===== src/light_prox_pkg.sv =====
// constants shared by the light / proximity timing and threshold-interrupt block
// assumes a 40 MHz core clock and an external serial front end that turns bus
// transactions into single-cycle register strobes
//
// What this block does
// (RULE1) integration time register resets to 0xff, one step
// (RULE2) light integrates for 256 minus setting steps of 2.78 ms
// (RULE3) clear count clamps at lesser of 65535 and 1024 times steps plus one
// (RULE4) proximity integrates a fixed 0.696 ms, independent of light setting
// (RULE5) wait lasts 256 minus setting steps of 2.78 ms
// (RULE6) long-wait bit stretches every wait step twelve times
// (RULE7) wait time register resets to 0xff, one step
// (RULE8) host should program the wait time before enabling sensing
// (RULE9) every measurement cycle is followed by the wait state
// (RULE10) only the 16-bit clear result is compared with 16-bit thresholds
// (RULE11) enabled light interrupt fires when clear result stays outside thresholds
// (RULE12) light thresholds are built from byte registers 0x84 to 0x87
// (RULE13) proximity out of range is below 0x89 value or above 0x8b value
// (RULE14) consecutive out-of-range results are counted; an in-range one zeroes it
// (RULE15) proximity and light have their own persistence counters
// (RULE16) proximity field 0 fires every cycle, 1 to 15 after that many
// (RULE17) light field 0 every cycle, 1 to 3 direct, 4 to 15 five times value less three
// (RULE18) the wait timer runs only while the wait enable bit is one
// (RULE19) light interrupts only while the light interrupt enable is set
// (RULE20) proximity interrupts only while the proximity interrupt enable is set
// (RULE21) address-only access to the clear location drops pending flags
// (RULE22) a raised interrupt holds until the host clears it
package light_prox_pkg;
	// ----------------------------------------------------------------
	// register map
	// ----------------------------------------------------------------
	localparam int             ADDR_W               = 8;
	localparam logic [7:0]     ADDR_ENABLE          = 8'h80;
	localparam logic [7:0]     ADDR_INTEG           = 8'h81;
	localparam logic [7:0]     ADDR_WAIT            = 8'h83;
	localparam logic [7:0]     ADDR_LLOW_LO         = 8'h84;
	localparam logic [7:0]     ADDR_LLOW_HI         = 8'h85;
	localparam logic [7:0]     ADDR_LHIGH_LO        = 8'h86;
	localparam logic [7:0]     ADDR_LHIGH_HI        = 8'h87;
	localparam logic [7:0]     ADDR_NLOW            = 8'h89;
	localparam logic [7:0]     ADDR_NHIGH           = 8'h8b;
	localparam logic [7:0]     ADDR_PERSIST         = 8'h8c;
	localparam logic [7:0]     ADDR_CONFIG1         = 8'h8d;
	localparam logic [7:0]     ADDR_STATUS          = 8'h93;
	localparam logic [7:0]     ADDR_CLEAR_LO        = 8'h94;
	localparam logic [7:0]     ADDR_CLEAR_HI        = 8'h95;
	localparam logic [7:0]     ADDR_NEAR_RESULT     = 8'h9c;
	localparam logic [7:0]     ADDR_CLR_NEAR        = 8'he5;
	localparam logic [7:0]     ADDR_CLR_LIGHT       = 8'he6;
	localparam logic [7:0]     ADDR_CLR_ALL         = 8'he7;
	// ----------------------------------------------------------------
	// field positions
	// ----------------------------------------------------------------
	localparam int             EN_POWER_BIT         = 0;
	localparam int             EN_LIGHT_BIT         = 1;
	localparam int             EN_NEAR_BIT          = 2;
	localparam int             EN_WAIT_BIT          = 3;
	localparam int             EN_LIGHT_IRQ_BIT     = 4;
	localparam int             EN_NEAR_IRQ_BIT      = 5;
	localparam int             CFG_LONG_WAIT_BIT    = 1;
	localparam int             ST_LIGHT_FLAG_BIT    = 4;
	localparam int             ST_NEAR_FLAG_BIT     = 5;
	localparam logic [7:0]     ENABLE_WR_MASK       = 8'h3f;
	// ----------------------------------------------------------------
	// reset values
	// ----------------------------------------------------------------
	localparam logic [7:0]     RST_ENABLE           = 8'h00;
	localparam logic [7:0]     RST_INTEG            = 8'hff;
	localparam logic [7:0]     RST_WAIT             = 8'hff;
	localparam logic [7:0]     RST_THRESH           = 8'h00;
	localparam logic [7:0]     RST_PERSIST          = 8'h00;
	localparam logic [7:0]     RST_CONFIG1          = 8'h40;
	// ----------------------------------------------------------------
	// timing
	// ----------------------------------------------------------------
	localparam int             CLOCK_KHZ            = 40000;
	localparam int             STEP_TIME_US         = 2780;
	localparam int             NEAR_TIME_US         = 696;
	localparam int             STEP_CYCLES_DEF      = STEP_TIME_US * CLOCK_KHZ / 1000;
	localparam int             NEAR_CYCLES_DEF      = (NEAR_TIME_US * CLOCK_KHZ + 999) / 1000;
	localparam logic [3:0]     LONG_WAIT_LAST       = 4'hb;
	localparam logic [8:0]     FULL_STEPS           = 9'h100;
	// ----------------------------------------------------------------
	// sequencer states
	// ----------------------------------------------------------------
	typedef enum logic [1:0] {
		SEQ_IDLE  = 2'b00,
		SEQ_NEAR  = 2'b01,
		SEQ_LIGHT = 2'b10,
		SEQ_WAIT  = 2'b11
	} seq_state_t;
endpackage


===== src/persist_filter.sv =====
// persistence filter: counts consecutive out-of-range samples of one channel
// assumes sample_i is a one-cycle strobe from the sequencer on the same clock
`timescale 1ns/1ps
module persist_filter (
	// clock and reset
	input  wire logic       clock_i,
	input  wire logic       rst_i,
	// sample
	input  wire logic       sample_i,
	input  wire logic       outside_i,
	input  wire logic [5:0] need_i,
	// qualified result
	output logic            hit_o
);
	logic [5:0] count_ff;
	logic [5:0] nxt_count;
	wire  [5:0] count_inc = (count_ff == 6'h3f) ? count_ff : count_ff + 6'h01;

	// ----------------------------------------------------------------
	// counting
	// ----------------------------------------------------------------
	// an in-range sample zeroes the run
	assign nxt_count = !sample_i ? count_ff : (outside_i ? count_inc : 6'h00); // see (RULE14)
	// zero need fires on every sample, in range or not
	assign hit_o = sample_i && ((need_i == 6'h00) || (outside_i && count_inc >= need_i));

	always_ff @(posedge clock_i or posedge rst_i) begin
		if (rst_i) begin
			count_ff <= 6'h00;
		end else begin
			count_ff <= nxt_count;
		end
	end

	// ----------------------------------------------------------------
	// checks
	// ----------------------------------------------------------------
	chk_run_reset: assert property (@(posedge clock_i) disable iff (rst_i) // see (RULE14)
		sample_i && !outside_i |=> count_ff == 6'h00)
		else $error("persistence run not zeroed by in-range sample");
	chk_run_fire: assert property (@(posedge clock_i) disable iff (rst_i) // see (RULE16)
		sample_i && outside_i && need_i != 6'h00 && count_ff == need_i - 6'h01 |-> hit_o)
		else $error("persistence did not fire at the programmed run length");
endmodule


===== src/light_prox_timing.sv =====
// light / proximity cycle sequencer, saturation clamp and threshold interrupts
// assumes a serial front end delivering one-cycle register strobes, and sample
// words from the converters that are valid on the clock that ends each phase
`timescale 1ns/1ps
module light_prox_timing #(
	parameter int STEP_CYCLES = light_prox_pkg::STEP_CYCLES_DEF,
	parameter int NEAR_CYCLES = light_prox_pkg::NEAR_CYCLES_DEF
) (
	// clock and reset
	input  wire logic                              clock_i,
	input  wire logic                              rst_i,
	// register strobes from the serial front end
	input  wire logic [light_prox_pkg::ADDR_W-1:0] reg_addr_i,
	input  wire logic                              reg_wr_i,
	input  wire logic [7:0]                        reg_wdata_i,
	input  wire logic                              reg_rd_i,
	input  wire logic                              reg_addr_only_i,
	output logic [7:0]                             reg_rdata_o,
	// converter samples
	input  wire logic [15:0]                       light_sample_i,
	input  wire logic [7:0]                        near_sample_i,
	// converter phase controls
	output logic                                   near_integrating_o,
	output logic                                   light_integrating_o,
	output logic                                   waiting_o,
	// host interrupt, active high
	output logic                                   irq_o
);
	import light_prox_pkg::*;

	// ----------------------------------------------------------------
	// helpers
	// ----------------------------------------------------------------
	function automatic logic [15:0] light_limit(input logic [8:0] steps);
		logic [18:0] v;
		v = {steps, 10'h000} + 19'h00001;
		return (v > 19'h0ffff) ? 16'hffff : v[15:0];
	endfunction

	function automatic logic [5:0] light_need(input logic [3:0] field);
		logic [5:0] d;
		d = {2'b00, field - 4'h3};
		return (field <= 4'h3) ? {2'b00, field} : (d << 2) + d;
	endfunction

	// ----------------------------------------------------------------
	// registers
	// ----------------------------------------------------------------
	logic [7:0]  enable_ff, integ_ff, wait_ff, config1_ff, persist_ff;
	logic [7:0]  llow_lo_ff, llow_hi_ff, lhigh_lo_ff, lhigh_hi_ff;
	logic [7:0]  nlow_ff, nhigh_ff, near_result_ff, rdata_ff;
	logic [15:0] clear_ff;
	logic        light_flag_ff, near_flag_ff, irq_ff;
	logic        near_int_ff, light_int_ff, waiting_ff;
	seq_state_t  state_ff, nxt_state;
	logic [16:0] cyc_ff;
	logic [8:0]  step_ff;
	logic [3:0]  sub_ff;

	wire wr_enable  = reg_wr_i && reg_addr_i == ADDR_ENABLE;
	wire wr_integ   = reg_wr_i && reg_addr_i == ADDR_INTEG;
	wire wr_wait    = reg_wr_i && reg_addr_i == ADDR_WAIT;
	wire wr_config1 = reg_wr_i && reg_addr_i == ADDR_CONFIG1;
	wire wr_persist = reg_wr_i && reg_addr_i == ADDR_PERSIST;
	wire wr_llow_lo = reg_wr_i && reg_addr_i == ADDR_LLOW_LO;
	wire wr_llow_hi = reg_wr_i && reg_addr_i == ADDR_LLOW_HI;
	wire wr_lhi_lo  = reg_wr_i && reg_addr_i == ADDR_LHIGH_LO;
	wire wr_lhi_hi  = reg_wr_i && reg_addr_i == ADDR_LHIGH_HI;
	wire wr_nlow    = reg_wr_i && reg_addr_i == ADDR_NLOW;
	wire wr_nhigh   = reg_wr_i && reg_addr_i == ADDR_NHIGH;

	wire power_on        = enable_ff[EN_POWER_BIT];
	wire light_sense_en  = enable_ff[EN_LIGHT_BIT];
	wire near_sense_en   = enable_ff[EN_NEAR_BIT];
	wire wait_en         = enable_ff[EN_WAIT_BIT];
	wire light_irq_en    = enable_ff[EN_LIGHT_IRQ_BIT];
	wire near_irq_en     = enable_ff[EN_NEAR_IRQ_BIT];
	wire long_wait_sel   = config1_ff[CFG_LONG_WAIT_BIT];

	// ----------------------------------------------------------------
	// sequencer timing
	// ----------------------------------------------------------------
	wire [8:0] light_steps = FULL_STEPS - {1'b0, integ_ff}; // see (RULE2)
	wire [8:0] wait_steps  = FULL_STEPS - {1'b0, wait_ff}; // see (RULE5)
	wire       step_end    = cyc_ff == 17'(STEP_CYCLES - 1);
	wire       near_end    = cyc_ff == 17'(NEAR_CYCLES - 1);
	// long wait: each step repeats twelve times before it counts
	wire       wait_tick   = step_end && (!long_wait_sel || sub_ff == LONG_WAIT_LAST); // see (RULE6)
	wire       abort       = !power_on || !(light_sense_en || near_sense_en);

	wire near_done  = state_ff == SEQ_NEAR && near_end; // see (RULE4)
	wire light_done = state_ff == SEQ_LIGHT && step_end && step_ff == light_steps - 9'h001;
	// without wait enable the wait state is passed straight through
	wire wait_done  = state_ff == SEQ_WAIT &&
		(!wait_en || (wait_tick && step_ff == wait_steps - 9'h001)); // see (RULE18)
	wire start      = state_ff == SEQ_IDLE && !abort;
	wire advance    = near_done || light_done || wait_done || start || abort;

	always_comb begin
		nxt_state = state_ff;
		unique case (state_ff)
			SEQ_IDLE: begin
				if (start) begin
					nxt_state = near_sense_en ? SEQ_NEAR : SEQ_LIGHT;
				end
			end
			SEQ_NEAR: begin
				if (near_done) begin
					nxt_state = light_sense_en ? SEQ_LIGHT : SEQ_WAIT; // see (RULE9)
				end
			end
			SEQ_LIGHT: begin
				if (light_done) begin
					nxt_state = SEQ_WAIT; // see (RULE9)
				end
			end
			SEQ_WAIT: begin
				if (wait_done) begin
					nxt_state = SEQ_IDLE;
				end
			end
		endcase
		if (abort) begin
			nxt_state = SEQ_IDLE;
		end
	end

	wire        step_adv   = (state_ff == SEQ_LIGHT && step_end) ||
		(state_ff == SEQ_WAIT && wait_tick);
	wire        counting   = state_ff != SEQ_IDLE;
	wire [16:0] nxt_cyc    = (advance || !counting || (step_end && state_ff != SEQ_NEAR))
		? 17'h00000 : cyc_ff + 17'h00001;
	wire [8:0]  nxt_step   = advance ? 9'h000 : (step_adv ? step_ff + 9'h001 : step_ff);
	wire [3:0]  nxt_sub    = (advance || (step_end && sub_ff == LONG_WAIT_LAST)) ? 4'h0 :
		((state_ff == SEQ_WAIT && long_wait_sel && step_end) ? sub_ff + 4'h1 : sub_ff);

	// ----------------------------------------------------------------
	// results and thresholds
	// ----------------------------------------------------------------
	wire        light_eval    = light_done && !abort;
	wire        near_eval     = near_done && !abort;
	wire [15:0] light_cap     = light_limit(light_steps);
	wire [15:0] light_clamped = (light_sample_i > light_cap) ? light_cap : light_sample_i; // see (RULE3)
	wire [15:0] light_low     = {llow_hi_ff, llow_lo_ff}; // see (RULE12)
	wire [15:0] light_high    = {lhigh_hi_ff, lhigh_lo_ff}; // see (RULE12)
	// only the clear result is compared
	wire light_outside = light_clamped > light_high || light_clamped < light_low; // see (RULE10)
	wire near_outside  = near_sample_i < nlow_ff || near_sample_i > nhigh_ff; // see (RULE13)
	wire light_hit;
	wire near_hit;

	// separate runs: one channel's in-range result must not reset the other
	persist_filter u_light_persist ( // see (RULE15)
		.clock_i   (clock_i),
		.rst_i     (rst_i),
		.sample_i  (light_eval),
		.outside_i (light_outside),
		.need_i    (light_need(persist_ff[3:0])), // see (RULE17)
		.hit_o     (light_hit)
	);
	persist_filter u_near_persist (
		.clock_i   (clock_i),
		.rst_i     (rst_i),
		.sample_i  (near_eval),
		.outside_i (near_outside),
		.need_i    ({2'b00, persist_ff[7:4]}), // see (RULE16)
		.hit_o     (near_hit)
	);

	// ----------------------------------------------------------------
	// interrupt flags
	// ----------------------------------------------------------------
	wire addr_clear     = reg_addr_only_i && reg_addr_i == ADDR_CLR_ALL;
	wire clr_light      = addr_clear || (reg_addr_only_i && reg_addr_i == ADDR_CLR_LIGHT); // see (RULE21)
	wire clr_near       = addr_clear || (reg_addr_only_i && reg_addr_i == ADDR_CLR_NEAR); // see (RULE21)
	wire light_set      = light_hit && light_irq_en; // see (RULE11), (RULE19)
	wire near_set       = near_hit && near_irq_en; // see (RULE20)
	// a set in the clearing cycle wins; flags never drop on return to range
	wire nxt_light_flag = light_set || (light_flag_ff && !clr_light); // see (RULE22)
	wire nxt_near_flag  = near_set || (near_flag_ff && !clr_near); // see (RULE22)

	// ----------------------------------------------------------------
	// register writes and reads
	// ----------------------------------------------------------------
	wire [7:0] status_w = {2'b00, near_flag_ff, light_flag_ff, 4'h0};
	wire [7:0] rd_mux =
		(reg_addr_i == ADDR_ENABLE)      ? enable_ff :
		(reg_addr_i == ADDR_INTEG)       ? integ_ff :
		(reg_addr_i == ADDR_WAIT)        ? wait_ff :
		(reg_addr_i == ADDR_LLOW_LO)     ? llow_lo_ff :
		(reg_addr_i == ADDR_LLOW_HI)     ? llow_hi_ff :
		(reg_addr_i == ADDR_LHIGH_LO)    ? lhigh_lo_ff :
		(reg_addr_i == ADDR_LHIGH_HI)    ? lhigh_hi_ff :
		(reg_addr_i == ADDR_NLOW)        ? nlow_ff :
		(reg_addr_i == ADDR_NHIGH)       ? nhigh_ff :
		(reg_addr_i == ADDR_PERSIST)     ? persist_ff :
		(reg_addr_i == ADDR_CONFIG1)     ? config1_ff :
		(reg_addr_i == ADDR_STATUS)      ? status_w :
		(reg_addr_i == ADDR_CLEAR_LO)    ? clear_ff[7:0] :
		(reg_addr_i == ADDR_CLEAR_HI)    ? clear_ff[15:8] :
		(reg_addr_i == ADDR_NEAR_RESULT) ? near_result_ff : 8'h00;

	always_ff @(posedge clock_i or posedge rst_i) begin
		if (rst_i) begin
			enable_ff   <= RST_ENABLE;
			integ_ff    <= RST_INTEG; // see (RULE1)
			wait_ff     <= RST_WAIT; // see (RULE7)
			config1_ff  <= RST_CONFIG1;
			persist_ff  <= RST_PERSIST;
			llow_lo_ff  <= RST_THRESH;
			llow_hi_ff  <= RST_THRESH;
			lhigh_lo_ff <= RST_THRESH;
			lhigh_hi_ff <= RST_THRESH;
			nlow_ff     <= RST_THRESH;
			nhigh_ff    <= RST_THRESH;
		end else begin
			enable_ff   <= wr_enable ? (reg_wdata_i & ENABLE_WR_MASK) : enable_ff;
			integ_ff    <= wr_integ ? reg_wdata_i : integ_ff;
			wait_ff     <= wr_wait ? reg_wdata_i : wait_ff;
			config1_ff  <= wr_config1 ? reg_wdata_i : config1_ff;
			persist_ff  <= wr_persist ? reg_wdata_i : persist_ff;
			llow_lo_ff  <= wr_llow_lo ? reg_wdata_i : llow_lo_ff;
			llow_hi_ff  <= wr_llow_hi ? reg_wdata_i : llow_hi_ff;
			lhigh_lo_ff <= wr_lhi_lo ? reg_wdata_i : lhigh_lo_ff;
			lhigh_hi_ff <= wr_lhi_hi ? reg_wdata_i : lhigh_hi_ff;
			nlow_ff     <= wr_nlow ? reg_wdata_i : nlow_ff;
			nhigh_ff    <= wr_nhigh ? reg_wdata_i : nhigh_ff;
		end
	end

	always_ff @(posedge clock_i or posedge rst_i) begin
		if (rst_i) begin
			state_ff       <= SEQ_IDLE;
			cyc_ff         <= 17'h00000;
			step_ff        <= 9'h000;
			sub_ff         <= 4'h0;
			clear_ff       <= 16'h0000;
			near_result_ff <= 8'h00;
			light_flag_ff  <= 1'b0;
			near_flag_ff   <= 1'b0;
			irq_ff         <= 1'b0;
			rdata_ff       <= 8'h00;
			near_int_ff    <= 1'b0;
			light_int_ff   <= 1'b0;
			waiting_ff     <= 1'b0;
		end else begin
			state_ff       <= nxt_state;
			cyc_ff         <= nxt_cyc;
			step_ff        <= nxt_step;
			sub_ff         <= nxt_sub;
			clear_ff       <= light_eval ? light_clamped : clear_ff;
			near_result_ff <= near_eval ? near_sample_i : near_result_ff;
			light_flag_ff  <= nxt_light_flag;
			near_flag_ff   <= nxt_near_flag;
			irq_ff         <= nxt_light_flag || nxt_near_flag;
			rdata_ff       <= reg_rd_i ? rd_mux : rdata_ff;
			near_int_ff    <= nxt_state == SEQ_NEAR;
			light_int_ff   <= nxt_state == SEQ_LIGHT;
			waiting_ff     <= nxt_state == SEQ_WAIT;
		end
	end

	assign reg_rdata_o         = rdata_ff;
	assign near_integrating_o  = near_int_ff;
	assign light_integrating_o = light_int_ff;
	assign waiting_o           = waiting_ff;
	assign irq_o               = irq_ff;

	// ----------------------------------------------------------------
	// checks
	// ----------------------------------------------------------------
	logic [16:0] near_len_ff;
	always_ff @(posedge clock_i or posedge rst_i) begin
		if (rst_i) begin
			near_len_ff <= 17'h00000;
		end else begin
			near_len_ff <= near_int_ff ? near_len_ff + 17'h00001 : 17'h00000;
		end
	end

	chk_integ_reset: assert property (@(posedge clock_i) // see (RULE1)
		$past(rst_i) |-> integ_ff == 8'hff)
		else $error("integration time not 0xff after reset");
	chk_wait_reset: assert property (@(posedge clock_i) // see (RULE7)
		$past(rst_i) |-> wait_ff == 8'hff)
		else $error("wait time not 0xff after reset");
	chk_light_steps: assert property (@(posedge clock_i) disable iff (rst_i) // see (RULE2)
		state_ff == SEQ_LIGHT && step_end && !abort && step_ff != light_steps - 9'h001
		|=> state_ff == SEQ_LIGHT && step_ff == $past(step_ff) + 9'h001)
		else $error("light phase left before its step count");
	chk_clamp_limit: assert property (@(posedge clock_i) disable iff (rst_i) // see (RULE3)
		light_eval |=> clear_ff <= $past(light_cap) && clear_ff <= $past(light_sample_i))
		else $error("clear result above saturation limit");
	chk_near_length: assert property (@(posedge clock_i) disable iff (rst_i) // see (RULE4)
		$fell(near_int_ff) && !$past(abort) |-> near_len_ff == 17'(NEAR_CYCLES))
		else $error("proximity phase length wrong");
	chk_wait_follows: assert property (@(posedge clock_i) disable iff (rst_i) // see (RULE9)
		light_eval |=> waiting_ff)
		else $error("light phase not followed by wait");
	chk_wait_holds: assert property (@(posedge clock_i) disable iff (rst_i) // see (RULE18)
		state_ff == SEQ_WAIT && wait_en && !abort && !step_end |=> state_ff == SEQ_WAIT)
		else $error("wait left mid-step");
	chk_wait_skip: assert property (@(posedge clock_i) disable iff (rst_i) // see (RULE18)
		state_ff == SEQ_WAIT && !wait_en |=> state_ff == SEQ_IDLE)
		else $error("wait held with wait timer disabled");
	chk_long_step: assert property (@(posedge clock_i) disable iff (rst_i) // see (RULE6)
		state_ff == SEQ_WAIT && long_wait_sel && step_end && sub_ff != LONG_WAIT_LAST
		&& !advance |=> step_ff == $past(step_ff))
		else $error("long wait counted a short step");
	chk_light_gate: assert property (@(posedge clock_i) disable iff (rst_i) // see (RULE19)
		$rose(light_flag_ff) |-> $past(light_irq_en) && $past(light_hit))
		else $error("light flag raised without enable or qualified hit");
	chk_near_gate: assert property (@(posedge clock_i) disable iff (rst_i) // see (RULE20)
		$rose(near_flag_ff) |-> $past(near_irq_en) && $past(near_hit))
		else $error("proximity flag raised without enable or qualified hit");
	chk_irq_hold: assert property (@(posedge clock_i) disable iff (rst_i) // see (RULE22)
		irq_ff && !reg_addr_only_i |=> irq_ff)
		else $error("interrupt dropped without a clear");
	chk_clear_all: assert property (@(posedge clock_i) disable iff (rst_i) // see (RULE21)
		addr_clear && !light_set && !near_set |=> !irq_ff && !light_flag_ff && !near_flag_ff)
		else $error("clear-all left an interrupt pending");
	chk_light_clear: assert property (@(posedge clock_i) disable iff (rst_i) // see (RULE21)
		clr_light && !light_set |=> !light_flag_ff)
		else $error("light clear left the light flag set");
	chk_near_clear: assert property (@(posedge clock_i) disable iff (rst_i) // see (RULE21)
		clr_near && !near_set |=> !near_flag_ff)
		else $error("proximity clear left the proximity flag set");
	chk_light_every: assert property (@(posedge clock_i) disable iff (rst_i) // see (RULE17)
		light_eval && light_irq_en && persist_ff[3:0] == 4'h0 |=> light_flag_ff)
		else $error("light persistence zero did not fire on a sample");
	chk_light_masked: assert property (@(posedge clock_i) disable iff (rst_i) // see (RULE19)
		!light_irq_en && !light_flag_ff |=> !light_flag_ff)
		else $error("light flag raised while light interrupts masked");

	cov_light_sample: cover property (@(posedge clock_i) disable iff (rst_i) light_eval);
	cov_irq_rise: cover property (@(posedge clock_i) disable iff (rst_i) $rose(irq_ff));
	cov_long_wait: cover property (@(posedge clock_i) disable iff (rst_i)
		state_ff == SEQ_WAIT && long_wait_sel && wait_done);
	cov_set_on_clear: cover property (@(posedge clock_i) disable iff (rst_i)
		addr_clear && (light_set || near_set));
	cov_near_flag: cover property (@(posedge clock_i) disable iff (rst_i) $rose(near_flag_ff));
endmodule


===== config.mk =====
export PLATFORM = sky130hd
export DESIGN_NAME = light_prox_timing
export DESIGN_NICKNAME = d
export VERILOG_FILES = /design/src/light_prox_pkg.sv /design/src/persist_filter.sv /design/src/light_prox_timing.sv
export SDC_FILE = /design/constraint.sdc
export NUM_CORES = 1
export LEC_CHECK = 0
export CORE_MARGIN = 2
export CORE_UTILIZATION = 65
export DETAILED_ROUTE_END_ITERATION = 10
export DONT_BUFFER_PORTS = 1
export HOLD_SLACK_MARGIN = 0.1
export PLACE_DENSITY = 0.92
export SETUP_SLACK_MARGIN = 0.3
export SYNTH_ARGS = -nofsm -noshare
export SYNTH_HDL_FRONTEND = slang
export SYNTH_SLANG_ARGS = --single-unit

===== constraint.sdc =====
create_clock -name clock_i -period 7.5 [get_ports clock_i]
set_input_delay 0.75 -clock clock_i [delete_from_list [all_inputs] [get_ports clock_i]]
set_output_delay 0.75 -clock clock_i [all_outputs]
set_load 0.005 [all_outputs]

# Word-level counts from Yosys, hierarchy flattened
# Cells that the tools add are included.
[totals] mem_count=0 ramBits=0 latch_bits=0 elab_cells=185 ff_bits=168 in_bits=45 romBits=0
[op_classes] n_reduce_logical=71 n_lt_le_gt_ge=9 n_mul=0 addsub=12 shifts=0 n_mux=35 n_bitwise=0 n_eq_ne=32 div_mod_pow=0
[ops] op="$eq 8x8->1 const B" n=18
[ops] op="$mux 8" n=15
[ops] op="$logic_and 1x1->1" n=36
[ops] op="$gt 16x16->1" n=2
[ops] op="$mux 16" n=2
[ops] op="$mux 6" n=5
[ops] op="$logic_or 1x1->1" n=21
[ops] op="$add 19x1->19 const B" n=1
[ops] op="$gt 19x16->1 const B" n=1
[ops] op="$eq 9x9->1" n=2
[ops] op="$mux 9" n=2
[ops] op="$sub 9x1->9 const B" n=2
[ops] op="$sub 9x8->9 const A" n=2
[ops] op="$add 17x1->17 const B" n=1
[ops] op="$eq 17x15->1 const B" n=1
[ops] op="$eq 17x17->1 const B" n=1
[ops] op="$mux 17" n=1
[ops] op="$lt 16x16->1" n=1
[ops] op="$add 6x1->6 const B" n=2
[ops] op="$eq 6x6->1 const B" n=2
[ops] op="$logic_not 6->1" n=2
[ops] op="$mux 2" n=6
[ops] op="$add 9x1->9 const B" n=1
[ops] op="$eq 2x2->1 const B" n=4
[ops] op="17 further kinds" n=28

# Depth between registers and ports, before layout
# Gate-level depths: netlist of run 1.
[logic_depth] depth_word=16 mapped_depth=26 ltp_nobuf=24

# By module
# From an unflattened synthesis of run 1, not the netlist that was laid out.
[hier_totals] cells_unflattened=1251 area_unflattened_um2=11349.6
[modules_own_cells] module="light_prox_timing" seq_area_each_um2=3925.0 n_inst=1 cells_per_inst=1107 area_each_um2=10133.5
[modules_own_cells] module="persist_filter" seq_area_each_um2=150.1 n_inst=2 cells_per_inst=72 area_each_um2=608.1

# Worst setup path after synthesis of run 1
# No wires, ideal clock.
[synth_timing] kind="reg-to-reg" start="reg integ_ff[0]" end="reg irq_ff (netlist: irq_o)" t_arrival_ns=5.733 slack_ns=1.640 synth_period_minus_slack_ns=5.860 stages_incl_launch_ff=26 t_required_ns=7.373 n_path_buf=2 path_cell_list="dfstp_2 -> clkbuf_1 -> inv_1 -> ha_1 -> or4b_4 -> or2_2 -> a21o_1 -> nand2_1 -> inv_1 -> ha_1 -> a21oi_1 -> a21oi_1 -> o311ai_0 -> nand2_1 -> o31a_1 -> clkbuf_1 -> a21oi_1 -> ha_1 -> a211oi_1 -> o21a_1 -> o21ai_0 -> a2111oi_0 -> o211ai_1 -> a31oi_1 -> o21ai_1 -> or2_2"
[synth_via] elab_chain_len=14 elab_cells_between_ends=19
[synth_rtl] item="from (decl)" line_no="light_prox_timing.sv:49" text="logic [7:0] enable_ff, integ_ff, wait_ff, config1_ff, persist_ff;"
[synth_rtl] item="from (signal assigned)" line_no="light_prox_timing.sv:218" text="integ_ff <= wr_integ ? reg_wdata_i : integ_ff;"
[synth_rtl] item="$sub 9x8->9 *" line_no="light_prox_timing.sv:83" text="wire [8:0] light_steps = FULL_STEPS - {1'b0, integ_ff};"
[synth_rtl] item="$add 19x1->19 *" line_no="light_prox_timing.sv:36" text="v = {steps, 10'h000} + 19'h00001;"
[synth_rtl] item="$gt 19x16->1" line_no="light_prox_timing.sv:37" text="return (v > 19'h0ffff) ? 16'hffff : v[15:0];"
[synth_rtl] item="$mux 16 *" line_no="light_prox_timing.sv:37"
[synth_rtl] item="$gt 16x16->1" line_no="light_prox_timing.sv:143" text="wire [15:0] light_clamped = (light_sample_i > light_cap) ? light_cap : light_sample_i;"
[synth_rtl] item="$mux 16 *" line_no="light_prox_timing.sv:143"
[synth_rtl] item="named net light_clamped[11]" line_no="light_prox_timing.sv:143"
[synth_rtl] item="$gt 16x16->1 / $lt 16x16->1 (equally long branches)" line_no="light_prox_timing.sv:147" text="wire light_outside = light_clamped > light_high || light_clamped < light_low;"
[synth_rtl] item="$logic_or 1x1->1 *" line_no="light_prox_timing.sv:147"
[synth_rtl] item="$logic_and 1x1->1 *" line_no="persist_filter.sv:25" text="assign hit_o = sample_i && ((need_i == 6'h00) || (outside_i && count_inc >= need_i));"
[synth_rtl] item="$logic_or 1x1->1 *" line_no="persist_filter.sv:25"
[synth_rtl] item="$logic_and 1x1->1 *" line_no="persist_filter.sv:25"
[synth_rtl] item="$logic_and 1x1->1 *" line_no="light_prox_timing.sv:176" text="wire light_set = light_hit && light_irq_en;"
[synth_rtl] item="$logic_or 1x1->1 *" line_no="light_prox_timing.sv:179" text="wire nxt_light_flag = light_set || (light_flag_ff && !clr_light);"
[synth_rtl] item="named net nxt_light_flag" line_no="light_prox_timing.sv:179"
[synth_rtl] item="$logic_or 1x1->1 *" line_no="light_prox_timing.sv:255" text="irq_ff <= nxt_light_flag || nxt_near_flag;"
[synth_rtl] item="to (signal assigned)" line_no="light_prox_timing.sv:255"
[synth_rtl] item="to (decl)" line_no="light_prox_timing.sv:53" text="logic light_flag_ff, near_flag_ff, irq_ff;"
# The timed path passes the listed nets; every way through them passes the cells marked *.
# A chain may end at the register's enable or synchronous reset.

# Final worst setup path of run 1
# Ends and elaborated chain as after synthesis.

==> results of run 1 <==
[report_power, final]
part | leakage [nW] | switching [mW] | total (mW) | internal, mW
clock | 0.282 | 0.425 | 0.877 | 0.452
combinational | 2.68 | 0.144 | 0.254 | 0.110
sequential | 2.13 | 0.0385 | 0.977 | 0.938
total | 5.10 | 0.608 | 2.11 | 1.50
[final cells by class]
type,count,area (µm²)
Fill cell,1170,4880
Tap cell,220,275
Sequential cell,168,4230
Multi-Input combinational cell,861,6280
Inverter,75,287
Timing Repair Buffer,5,37.5
Clock inverter,14,158
Clock buffer,18,439
[stage by stage]
stage	cells	total power [mW]
finish	1361	2.11
global route	1361	2.18
detailed placement	1328	1.23
CTS	1360	2.10
floorplan	1158	1.18
global placement	1328	1.22
[logic make-up (layout without fill, tap and decap cells)]
logic type / Yosys count / count (layout)
mux: 116 / 116
fa+ha+maj: 82 / 82
flops: 168 / 168
compound gates: 244 / 244
buf+inv: 129 / 112
xor+xnor: 56 / 56
simple gates: 363 / 363
[flip-flops by register name, indices dropped and copies added (netlist names), 8 cells and up]
register        flops
cyc_ff             17
clear_ff           16
step_ff             9
config1_ff          8
integ_ff            8
lhigh_hi_ff         8
lhigh_lo_ff         8
llow_hi_ff          8
llow_lo_ff          8
near_result_ff      8
nhigh_ff            8
nlow_ff             8
persist_ff          8
reg_rdata_o         8
wait_ff             8
[what timing repair did]
action                     CTS  global route
setup endpoints to repair    0             2
resized for setup            0             2
setup buffers                0             1
[final timing paths]
| check | slack (ns) | startpoint | endpoint | depth (start not counted) |
|---|---|---|---|---|
| worst max-delay path | 0.94 | integ_ff[0]$_DFFE_PP1P_ | irq_o$_DFF_PP0_ | 25 |
| worst min-delay path | 0.23 | rst_i | cyc_ff[12]$_DFF_PP0_ | 1 |
| worst max register to register | 0.94 | integ_ff[0]$_DFFE_PP1P_ | irq_o$_DFF_PP0_ | 25 |
| worst min register to register | 0.48 | cyc_ff[0]$_DFF_PP0_ | cyc_ff[0]$_DFF_PP0_ | 1 |
| max in group asynchronous | 5.55 | rst_i | clear_ff[7]$_DFFE_PP0P_ | 3 |
| min in group clock_i | 0.40 | reg_rd_i | reg_rdata_o[4]$_DFFE_PP0P_ | 1 |
[worst reg2reg max path: stages, from the launching register on]
cell and delay [ns]:
dfstp_2 0.43, inv_1 0.18, ha_1 0.26, or4b_4 0.53, nor4_1 0.40, a21o_1 0.13, nand2_1 0.16, inv_1 0.31
ha_1 0.31, a211oi_1 0.21, nor2_1 0.08, o311ai_0 0.36, nand2_1 0.16, o31a_2 0.28, nand2_1 0.30, o21a_1 0.25
ha_1 0.27, nor2b_1 0.14, o211ai_1 0.19, a21oi_1 0.10, a2111oi_1 0.46, o211ai_1 0.16, buf_4 0.19, a31oi_1 0.19
o21ai_1 0.09, or2_2 0.30
[layout by cell type (no fill, tap or decap), types with 11 or more instances in the layout]
| cell | Yosys | layout |
|---|---|---|
| nand2_1 | 100 | 100 |
| nor2b_1 | 17 | 17 |
| and3_1 | 13 | 13 |
| o21a_1 | 18 | 18 |
| dfrtp_1 | 151 | 151 |
| a21o_1 | 14 | 14 |
| nor2_1 | 90 | 90 |
| a21oi_1 | 53 | 53 |
| mux2_2 | 105 | 105 |
| o22ai_1 | 12 | 12 |
| nor3_1 | 17 | 17 |
| clkbuf_16 | 0 | 17 |
| nand4_1 | 19 | 19 |
| inv_1 | 74 | 73 |
| dfstp_2 | 17 | 17 |
| nand3_1 | 39 | 39 |
| nand2b_1 | 11 | 11 |
| ha_1 | 81 | 81 |
| o21ai_0 | 50 | 50 |
| xnor2_1 | 34 | 34 |
| xor2_1 | 21 | 21 |
[routing by layer]
metal	routed length [µm]	track usage, %	vias up
li1	-	-	4126
met1	11800	45.7	4516
met2	13700	54.0	575
met3	3340	10.1	127
met4	1190	12.8	0
met5	0	0	-
[synth_stat cells (3+ instances only)]
cell,instances
nor4b_1,4
a32oi_1,4
a21oi_1,53
a221o_1,4
a21boi_0,4
o21a_1,18
nand4_1,19
buf_2,8
xnor2_1,34
nor3_1,17
a22oi_1,8
nand4b_1,5
o22ai_1,12
and4_1,5
and3_1,13
o31ai_1,5
o21ai_0,50
nor2b_1,17
nor4_1,8
a211o_1,4
buf_1,4
or2_2,5
a221oi_1,10
a21o_1,14
o221ai_1,7
a31oi_1,6
a2111oi_0,4
clkbuf_1,42
inv_1,74
o211a_1,3
a211oi_1,8
mux2_2,105
dfstp_2,17
nand2b_1,11
and2_1,10
mux2i_1,10
or3_1,5
nand2_1,100
o211ai_1,9
nor2_1,90
nand3_1,39
nand3b_1,3
xor2_1,21
ha_1,81
dfrtp_1,151
==> summary.md, run 1 <==
| Metric | Value |
|---|---|
| Status | complete, no violations |
| Syn_nets | 1285 |
| TritonCTS Sinks | between 150 and 200 |
| # port buffers | 0 |
| Clock Latency Late Sink | around 0.45 ns |
| Die width | roughly 130 µm |
| Synth Warn # | 0 |
| Synth area leader | dfrtp_1 |
| Bufs on Longest Clock Path | 2 |
| EDFF count, synth | 0 |
| Layout net count | 1255 |
| DIE HEIGHT | between 100 and 150 µm |
| GP Congestion | roughly 0.97 |
| Vias in the first global route | roughly 8900 |
| DR WL/cell | ~22 µm |
| Worst IR drop on VDD | around 0.22 mV |
| CP Class | flip-flop to flip-flop |
| Clock skew | around 0.015 ns |
| Seq cells post-synth | 168 |
| Largest net degree at the start of global routing | 67 |
| Unrepaired setup endpoints after global routing | no |
| Drt initial violations | around 1100 |
| Async SR Flop Fraction | 100% |
| Area grow syn2layout | 6.40% |
| Via count | ~9300 |
| Fin util | about 71% |
| Setup_tns | 0 ns |
| Initial antenna violation count | 0 |
| HP Class | input pin to async pin |
| Adder-cell share of the synthesized area | 9.40% |
| Worst path slowest cell | or4b_4 |
| Crit path capture type | flip-flop |
| Yosys cell types | 73 |
| Max capacitance violation total | 0 |
| First-pass GRT wire length | 48.1 mm |
| Hold_ws | 0.228 ns |
| Ranking of synthesized cells by area | dfrtp_1 (34%), mux2_2 (11%), ha_1 (9.2%) |
| Gr usage total | around 34% |
| Synth Area in Compound Gates | 14.9% |
| Number of CTS-inserted buffers | 17 |
| Mux contribution to synthesized area | between 10% and 20% |
| Detail Placement HPWL | ~22 mm |
| Share of layout cells above drive strength 1 | between 10% and 20% |
| Total gr overflow | 0 |
| Routed WL | around 30 mm |
| Worst slew pin tran | ~0.86 ns |
| Crit path time final | ~6.6 ns |
| Largest family of logic cells by synthesized area | simple AND/OR/NAND/NOR gates |
| Critical-path maximum fanout | 22 |
| Dpl cell area | about 11000 µm² |
| CP bufs+invs | 3 |
| Final ANT Viol Nets | 0 |
| Slew HR | between 40% and 50% |
| CP top delay family | compound AO/OA/AOI/OAI gates |
| Cell Area, Synth | between 10000 and 15000 µm² |
| Avg Synthesized Cell Area | 9.50 µm² |
| Register area share after synthesis | between 30% and 40% |
| Post-synthesis xor/xnor area fraction | 4.58% |
| Fin crit share | 87.5% |
| Final Cell Area | between 10000 and 15000 µm² |
| Via density | just under 7 |
| Root buf cell | clkbuf_16 |
| Pre-antenna DRT Iters | 6 |
| Post-route setup slack | ~0.94 ns |
| CP arrival | between 6 and 7 ns |
| Fmax | about 150 MHz |
| Rows | 47 |
| Slew Limit Fails | 0 |
| Ys flop type | dfrtp_1 |
| Final hold vios | 0 |
| Drt drc | 0 |
| Critical path data required time | a little under 8 ns |
| Dpl ws | a little over 0.7 ns |
| Die area | approximately 18000 µm² |
| CTS tree | done |
| Syn Inst Count | approximately 1200 |
| Ports | 57 |
| Synth top area share | 34.4% |
| Core Area | approximately 17000 µm² |
| Worst path max stage delay | between 0.5 and 0.6 ns |
| Antenna cells | 0 |
| Pleak | roughly 5.1 nW |
| Final-report setup violation count | 0 |
| Pwr dens | approximately 180 nW/µm² |
| Simple-Gate Fraction of Synth Area | 16.4% |
| Initial Util | between 60 and 70% |
| H-tree depth | 4 |
| CP Launch Type | flip-flop |
| Reg clk slew, reported paths | ~0.07 ns |
| Hold_buf cts | 0 |
Note: power is estimated with default switching activity, not from simulation.
==> inputs of run 2 (changes only) <==
--- a/config.mk
+++ b/config.mk
@@ -10,7 +10,7 @@
 export DETAILED_ROUTE_END_ITERATION = 10
 export DONT_BUFFER_PORTS = 1
 export HOLD_SLACK_MARGIN = 0.1
-export PLACE_DENSITY = 0.92
+export PLACE_DENSITY_LB_ADDON = 0.3
 export SETUP_SLACK_MARGIN = 0.3
 export SYNTH_ARGS = -nofsm -noshare
 export SYNTH_HDL_FRONTEND = slang
==> run 2 against run 1 <==
  * Wire length increased by 0.21%
  * Clock power about the same
  * Cell count about the same
  * Critical endpoint unchanged
  * Die area is the same
  * Setup slack got worse by 0.035 ns
  * Sequential power hardly changed
  * Register-to-register slack worse by 0.04 ns
  * Sequential cell count unchanged
  * Clock skew is 0.0033 ns lower
  * Critical path depth decreased by 1
  * Critical path type unchanged
  * Utilization decreased by 0.15 points
==> summary.md, run 2 (same netlist as run 1, synthesis figures left out) <==
| Metric | Value |
|---|---|
| Hold_buf cts | 0 (unchanged) |
| GP Congestion | 0.961 (was 0.971) |
| Pleak | 5.10 nW (about the same) |
| Post-CTS Setup Inserts | 0 (unchanged) |
| Met3 usage | 11.8% (was 10.1%) |
| Via density | 6.59 (was 6.87) |
| Layout net count | 1253 (was 1255) |
| R2R Path Start | integ_ff[0]$_DFFE_PP1P_ (unchanged) |
| CP Class | flip-flop to flip-flop (unchanged) |
| Post-route setup slack | 0.902 ns (was 0.937 ns) |
| Via count | 8959 (was 9344) |
| R2R cell count | 24 (was 25) |
| Fin crit share | 88.0% (was 87.5%) |
| Clock skew | 0.0117 ns (was 0.0150 ns) |
| DR WL/cell | 22.1 µm (about the same) |
| Detail Placement HPWL | 21.4 mm (was 21.6 mm) |
| Dpl ws | 0.623 ns (was 0.724 ns) |
| Bufs on Longest Clock Path | 2 (unchanged) |
| Fill count | 1281 (was 1170) |
| Area of the multi-input gates | 6280 µm² (unchanged) |
| Clock Latency Late Sink | 0.44 ns (was 0.45 ns) |
| Top reg by flops | cyc_ff (unchanged) |
| Core Area | 16600 µm² (unchanged) |
| Pwr dens | 180 nW/µm² (about the same) |
| Status | complete, no violations (unchanged) |
| Die area | 18000 µm² (unchanged) |
| H-tree depth | 4 (unchanged) |
| Unrepaired setup endpoints after global routing | no (unchanged) |
| Leading cell type in the layout, fill and taps excluded | dfrtp_1 (unchanged) |
| Slew Limit Fails | 0 (unchanged) |
| # port buffers | 0 (unchanged) |
| Most frequent cells in the layout | dfrtp_1 (151), mux2_2 (105), nand2_1 (100) (unchanged) |
| DIE HEIGHT | 134 µm (unchanged) |
| Crit path capture type | flip-flop (unchanged) |
| Pre-antenna DRT Iters | 7 (was 6) |
| Vias in the first global route | 8789 (was 8913) |
| Critical-path maximum fanout | 22 (unchanged) |
| Drt drc | 0 (unchanged) |
| Initial antenna violation count | 0 (unchanged) |
| Routed WL | 30.1 mm (was 30.0 mm) |
| Crit path time final | 6.60 ns (was 6.56 ns) |
| Max reg flops | 17 (unchanged) |
| Largest net degree at the start of global routing | 117 (was 67) |
| Share of layout cells above drive strength 1 | 15.0% (was 15.2%) |
| CP arrival | 6.92 ns (was 6.89 ns) |
| Slew HR | 30.8% (was 41.9%) |
| Register area | 4230 µm² (unchanged) |
| Worst IR drop on VDD | 0.175 mV (was 0.221 mV) |
| Met1 Track Usage GR | 45.3% (was 45.7%) |
| Global-route met2 utilization | 53.2% (was 54.0%) |
| Busiest grt layer | met2 (unchanged) |
| Worst slew pin tran | 1.04 ns (was 0.865 ns) |
| TritonCTS Sinks | 168 (unchanged) |
| Reg-to-reg setup timing slack | 0.90 ns (was 0.94 ns) |
| Root buf cell | clkbuf_16 (unchanged) |
| Die width | 134 µm (unchanged) |
| Reg-to-reg endpoint | irq_o$_DFF_PP0_ (unchanged) |
| HP Class | input pin to async pin (unchanged) |
| Ports | 57 (unchanged) |
| Final hold vios | 0 (unchanged) |
| Setup_tns | 0 ns (unchanged) |
| Number of CTS-inserted buffers | 17 (unchanged) |
| Drt initial violations | 654 (was 1148) |
| Rows | 47 (unchanged) |
| First-pass GRT wire length | 47.4 mm (was 48.1 mm) |
| CP Launch Type | flip-flop (unchanged) |
| Gr usage total | 34.4% (about the same) |
| Reg clk slew, reported paths | 0.07 ns (about the same) |
| Initial Util | 66.3% (unchanged) |
| Final-report setup violation count | 0 (unchanged) |
| Area grow syn2layout | 6.18% (was 6.40%) |
| CTS tree | done (unchanged) |
| Max capacitance violation total | 0 (unchanged) |
| Critical path data required time | 7.82 ns (was 7.83 ns) |
| Final ANT Viol Nets | 0 (unchanged) |
| Total gr overflow | 0 (unchanged) |
| Fmax | 152 MHz (about the same) |
| Largest registers | cyc_ff: 17 flops, clear_ff: 16 flops, step_ff: 9 flops (unchanged) |
==> run 2: how the worst max path moves through the flow <==
| stage | start | end | cells past startpoint |
|---|---|---|---|
| CTS | integ_ff[0]$_DFFE_PP1P_ | irq_o$_DFF_PP0_ | 24 |
| floorplan | integ_ff[0]$_DFFE_PP1P_ | irq_o$_DFF_PP0_ | 25 |
| detailed placement | integ_ff[0]$_DFFE_PP1P_ | irq_o$_DFF_PP0_ | 24 |
| global route | integ_ff[0]$_DFFE_PP1P_ | irq_o$_DFF_PP0_ | 24 |
| global placement | integ_ff[0]$_DFFE_PP1P_ | irq_o$_DFF_PP0_ | 24 |
| finish | integ_ff[0]$_DFFE_PP1P_ | irq_o$_DFF_PP0_ | 24 |
==> run 2: final cells by class <==
cell class,count,area share [%]
Inverter,75,2.45
Clock inverter,14,1.33
Clock buffer,18,3.67
Timing Repair Buffer,3,0.193
Antenna cell,1,0.0214
Multi-Input combinational cell,861,53.8
Tap cell,220,2.36
Sequential cell,168,36.2
==> run 2: per-layer routing <==
layer / up-vias / wire length [µm]
met5: - / 0
met4: 0 / 1070
met3: 98 / 3500
met2: 471 / 13500
met1: 4266 / 12000
li1: 4124 / -
==> run 2: stage by stage <==
stage	hold WS (ns)	power [mW]	std cells	utilization, %	cell area (µm²)
after floorplan	0.438	1.18	1158	-	11000
after global placement	0.467	1.22	1327	66.9	11100
after detailed placement	0.486	1.23	1327	66.9	11100
after CTS	0.405	2.10	1359	70.4	11700
after global routing	0.412	2.18	1359	70.4	11700
final	0.396	2.10	1360	70.4	11700
==> run 2: report_power, final <==
part / internal (mW) / leakage [nW] / switching, mW / total [mW]
Sequential: 0.939 / 2.13 / 0.0373 / 0.976
Combinational: 0.109 / 2.68 / 0.140 / 0.249
Clock: 0.473 / 0.289 / 0.404 / 0.877
==> run 2: critical path, stage by stage (launching register included) <==
cell      delay [ns]
dfstp_2         0.42
inv_1           0.19
ha_1            0.27
or4b_4          0.52
or2_2           0.33
a21o_1          0.18
nand2_1         0.17
inv_1           0.22
ha_1            0.35
nand4_1         0.12
a21oi_1         0.15
o311ai_1        0.15
nand2_1         0.14
o31a_2          0.42
nand2_1         0.32
o21a_1          0.24
ha_1            0.31
a21oi_1         0.06
o21ai_0         0.30
a311oi_1        0.09
o41ai_1         0.50
o211ai_1        0.36
a31oi_1         0.26
o21ai_1         0.09
or2_2           0.31
==> run 2: what timing repair did <==
| action | CTS | global route |
|---|---|---|
| resized for setup | 0 | 3 |
| endpoints found under the hold margin | 0 | 0 |
| setup endpoints to repair | 0 | 2 |
==> inputs of run 3 (changes only) <==
--- a/config.mk
+++ b/config.mk
@@ -6,7 +6,7 @@
 export NUM_CORES = 1
 export LEC_CHECK = 0
 export CORE_MARGIN = 2
-export CORE_UTILIZATION = 65
+export CORE_UTILIZATION = 32
 export DETAILED_ROUTE_END_ITERATION = 10
 export DONT_BUFFER_PORTS = 1
 export HOLD_SLACK_MARGIN = 0.1
==> run 3 against run 2 <==
  * Sequential cell count is the same
  * Critical path depth grew 1
  * Sequential power is essentially flat
  * Wire length grew 7.6%
  * Worst hold slack lost 0.068 ns
  * Clock skew shrank 0.0027 ns
  * Register-to-register slack lost 0.06 ns
  * Maximum frequency shrank 0.94%
  * Clock power grew 5.8%
  * Combinational power is essentially flat
  * Die area grew 100%
  * Sequential share of layout area shrank 0.98 points
==> summary.md, run 3 (same netlist as run 1, synthesis figures left out) <==
| Metric | Value |
|---|---|
| First-pass GRT wire length | 50.4 mm (was 47.4 mm) |
| Reg-to-reg endpoint | irq_o$_DFF_PP0_ (unchanged) |
| Reg clk slew, reported paths | 0.07 ns (about the same) |
| Largest net degree at the start of global routing | 94 (was 117) |
| Final-report setup violation count | 0 (unchanged) |
| HP Class | input pin to async pin (unchanged) |
| Worst slew pin tran | 0.981 ns (was 1.04 ns) |
| Final ANT Viol Nets | 0 (unchanged) |
| Most frequent cells in the layout | dfrtp_1 (151), mux2_2 (105), nand2_1 (100) (unchanged) |
| Root buf cell | clkbuf_16 (unchanged) |
| Critical path data required time | 7.81 ns (was 7.82 ns) |
| Crit path capture type | flip-flop (unchanged) |
| Pre-antenna DRT Iters | 6 (was 7) |
| Drt initial violations | 669 (was 654) |
| Hold_buf cts | 0 (unchanged) |
| Setup crit end | irq_o$_DFF_PP0_ (unchanged) |
| Worst path max stage delay | 0.55 ns (was 0.52 ns) |
| Status | complete, no violations (unchanged) |
| Reg-to-reg setup timing slack | 0.84 ns (was 0.90 ns) |
| DR WL/cell | 20.4 µm (was 22.1 µm) |
| Worst path slowest cell | o41ai_1 (was or4b_4) |
| Rows | 67 (was 47) |
| Via count | 8690 (was 8959) |
| Largest registers | cyc_ff: 17 flops, clear_ff: 16 flops, step_ff: 9 flops (unchanged) |
| DIE HEIGHT | 189 µm (was 134 µm) |
| CP arrival | 6.97 ns (was 6.92 ns) |
| Layout net count | 1255 (was 1253) |
| Routed WL | 32.4 mm (was 30.1 mm) |
| Worst IR drop on VDD | 0.169 mV (was 0.175 mV) |
| Slew HR | 34.6% (was 30.8%) |
| Gr usage total | 18.3% (was 34.4%) |
| R2R Path Start | integ_ff[0]$_DFFE_PP1P_ (unchanged) |
| Detail Placement HPWL | 24.4 mm (was 21.4 mm) |
| Via density | 5.47 (was 6.59) |
| CTS tree | done (unchanged) |
| Die width | 189 µm (was 134 µm) |
| # port buffers | 0 (unchanged) |
| H-tree depth | 4 (unchanged) |
| Setup_tns | 0 ns (unchanged) |
| Critical-path maximum fanout | 22 (unchanged) |
| Clock skew | 0.00897 ns (was 0.0117 ns) |
| Max capacitance violation total | 0 (unchanged) |
| Max reg flops | 17 (unchanged) |
| Clock Latency Late Sink | 0.44 ns (about the same) |
| TritonCTS Sinks | 168 (unchanged) |
| Ports | 57 (unchanged) |
| Final cell count without fillers | 1589 (was 1360) |
| Core Area | 33700 µm² (was 16600 µm²) |
| CP Launch Point | integ_ff[0]$_DFFE_PP1P_ (unchanged) |
| DP Cell Count | 1555 (was 1327) |
| Unrepaired setup endpoints after global routing | no (unchanged) |
| Pleak | 5.11 nW (was 5.10 nW) |
| Crit path time final | 6.66 ns (was 6.60 ns) |
| Area grow syn2layout | 9.12% (was 6.18%) |
| Initial antenna violation count | 0 (unchanged) |
| Final hold vios | 0 (unchanged) |
| Die area | 35900 µm² (was 18000 µm²) |
| Vias in the first global route | 8434 (was 8789) |
| Slew Limit Fails | 0 (unchanged) |
| R2R cell count | 25 (was 24) |
| Initial Util | 32.6% (was 66.3%) |
| CP Class | flip-flop to flip-flop (unchanged) |
| Post-route setup slack | 0.839 ns (was 0.902 ns) |
| Total gr overflow | 0 (unchanged) |
| Fmax | 150 MHz (was 152 MHz) |
| Leading cell type in the layout, fill and taps excluded | dfrtp_1 (unchanged) |
| Bufs on Longest Clock Path | 2 (unchanged) |
| CP Launch Type | flip-flop (unchanged) |
| Drt drc | 0 (unchanged) |
| Pwr dens | 180 nW/µm² (about the same) |
| Number of CTS-inserted buffers | 17 (unchanged) |
| Top reg by flops | cyc_ff (unchanged) |
| Antenna cells | 0 (was 1) |
| GP Congestion | 0.893 (was 0.961) |
| Dpl ws | 0.515 ns (was 0.623 ns) |
| Fin crit share | 88.8% (was 88.0%) |
| Share of layout cells above drive strength 1 | 15.1% (was 15.0%) |
run 3: cell count changes in the layout (fill, tap and decap cells not counted), sizes merged:
| cell | before | now |
|---|---|---|
| clkinv | 6 | 3 |
| inv | 82 | 79 |
| buf | 3 | 5 |
| bufinv | 1 | 3 |
| clkbuf | 18 | 20 |
| clkinvlp | 0 | 2 |
| diode | 1 | 0 |
run 3: timing repair:
| action | CTS | global route |
|---|---|---|
| setup endpoints to repair | 0 | 5 |
| setup buffers | 0 | 2 |
| resized for setup | 0 | 2 |
run 3: through the flow:
step,power [mW],hold slack (ns),utilization [%],instance area [µm²]
2_1_floorplan,1.18,0.438,-,11000
3_3_place_gp,1.23,0.465,33.8,11400
3_5_place_dp,1.24,0.477,33.8,11400
4_1_cts,2.17,0.377,35.6,12000
5_1_grt,2.24,0.394,35.6,12000
6_report,2.16,0.328,35.6,12000
run 3: critical path: cells and delay by family, from the launching register on:
kind	cells	cell delay, ns
simple gates	6	1.82
buf+inv	3	0.63
flops	1	0.42
compound gates	13	2.85
fa+ha+maj	3	0.78
run 3: routing by layer:
metal / GRT usage (%) / up-vias / routed length, µm
met5: 0 / - / 0
met3: 5.38 / 31 / 2590
met2: 28.1 / 274 / 14500
met1: 25.3 / 4271 / 14800
li1: - / 4114 / -
met4: 4.35 / 0 / 433
run 3: report_power, final:
part	internal (mW)	switching, mW
combinational	0.110	0.143
sequential	0.939	0.0362
clock	0.539	0.389
run 3: worst min-delay path by stage:
stage / from / endpoint / slack (ns) / depth (start not counted)
after CTS: rst_i / cyc_ff[1]$_DFF_PP0_ / 0.38 / 1
after floorplan: near_result_ff[4]$_DFFE_PP0P_ / near_result_ff[4]$_DFFE_PP0P_ / 0.44 / 2
after global placement: cyc_ff[0]$_DFF_PP0_ / cyc_ff[0]$_DFF_PP0_ / 0.46 / 1
after global routing: rst_i / cyc_ff[5]$_DFF_PP0_ / 0.39 / 1
after detailed placement: cyc_ff[0]$_DFF_PP0_ / cyc_ff[0]$_DFF_PP0_ / 0.48 / 1
final: rst_i / waiting_o$_DFF_PP0_ / 0.33 / 1
run 3: area by class of cell:
| class | count | area, µm² |
|---|---|---|
| Fill cell | 3436 | 21700 |
| Sequential cell | 168 | 4230 |
| Multi-Input combinational cell | 861 | 6280 |
| Inverter | 75 | 287 |
| Clock inverter | 12 | 164 |
| Clock buffer | 20 | 447 |
| Timing Repair Buffer | 5 | 37.5 |
| Tap cell | 448 | 561 |
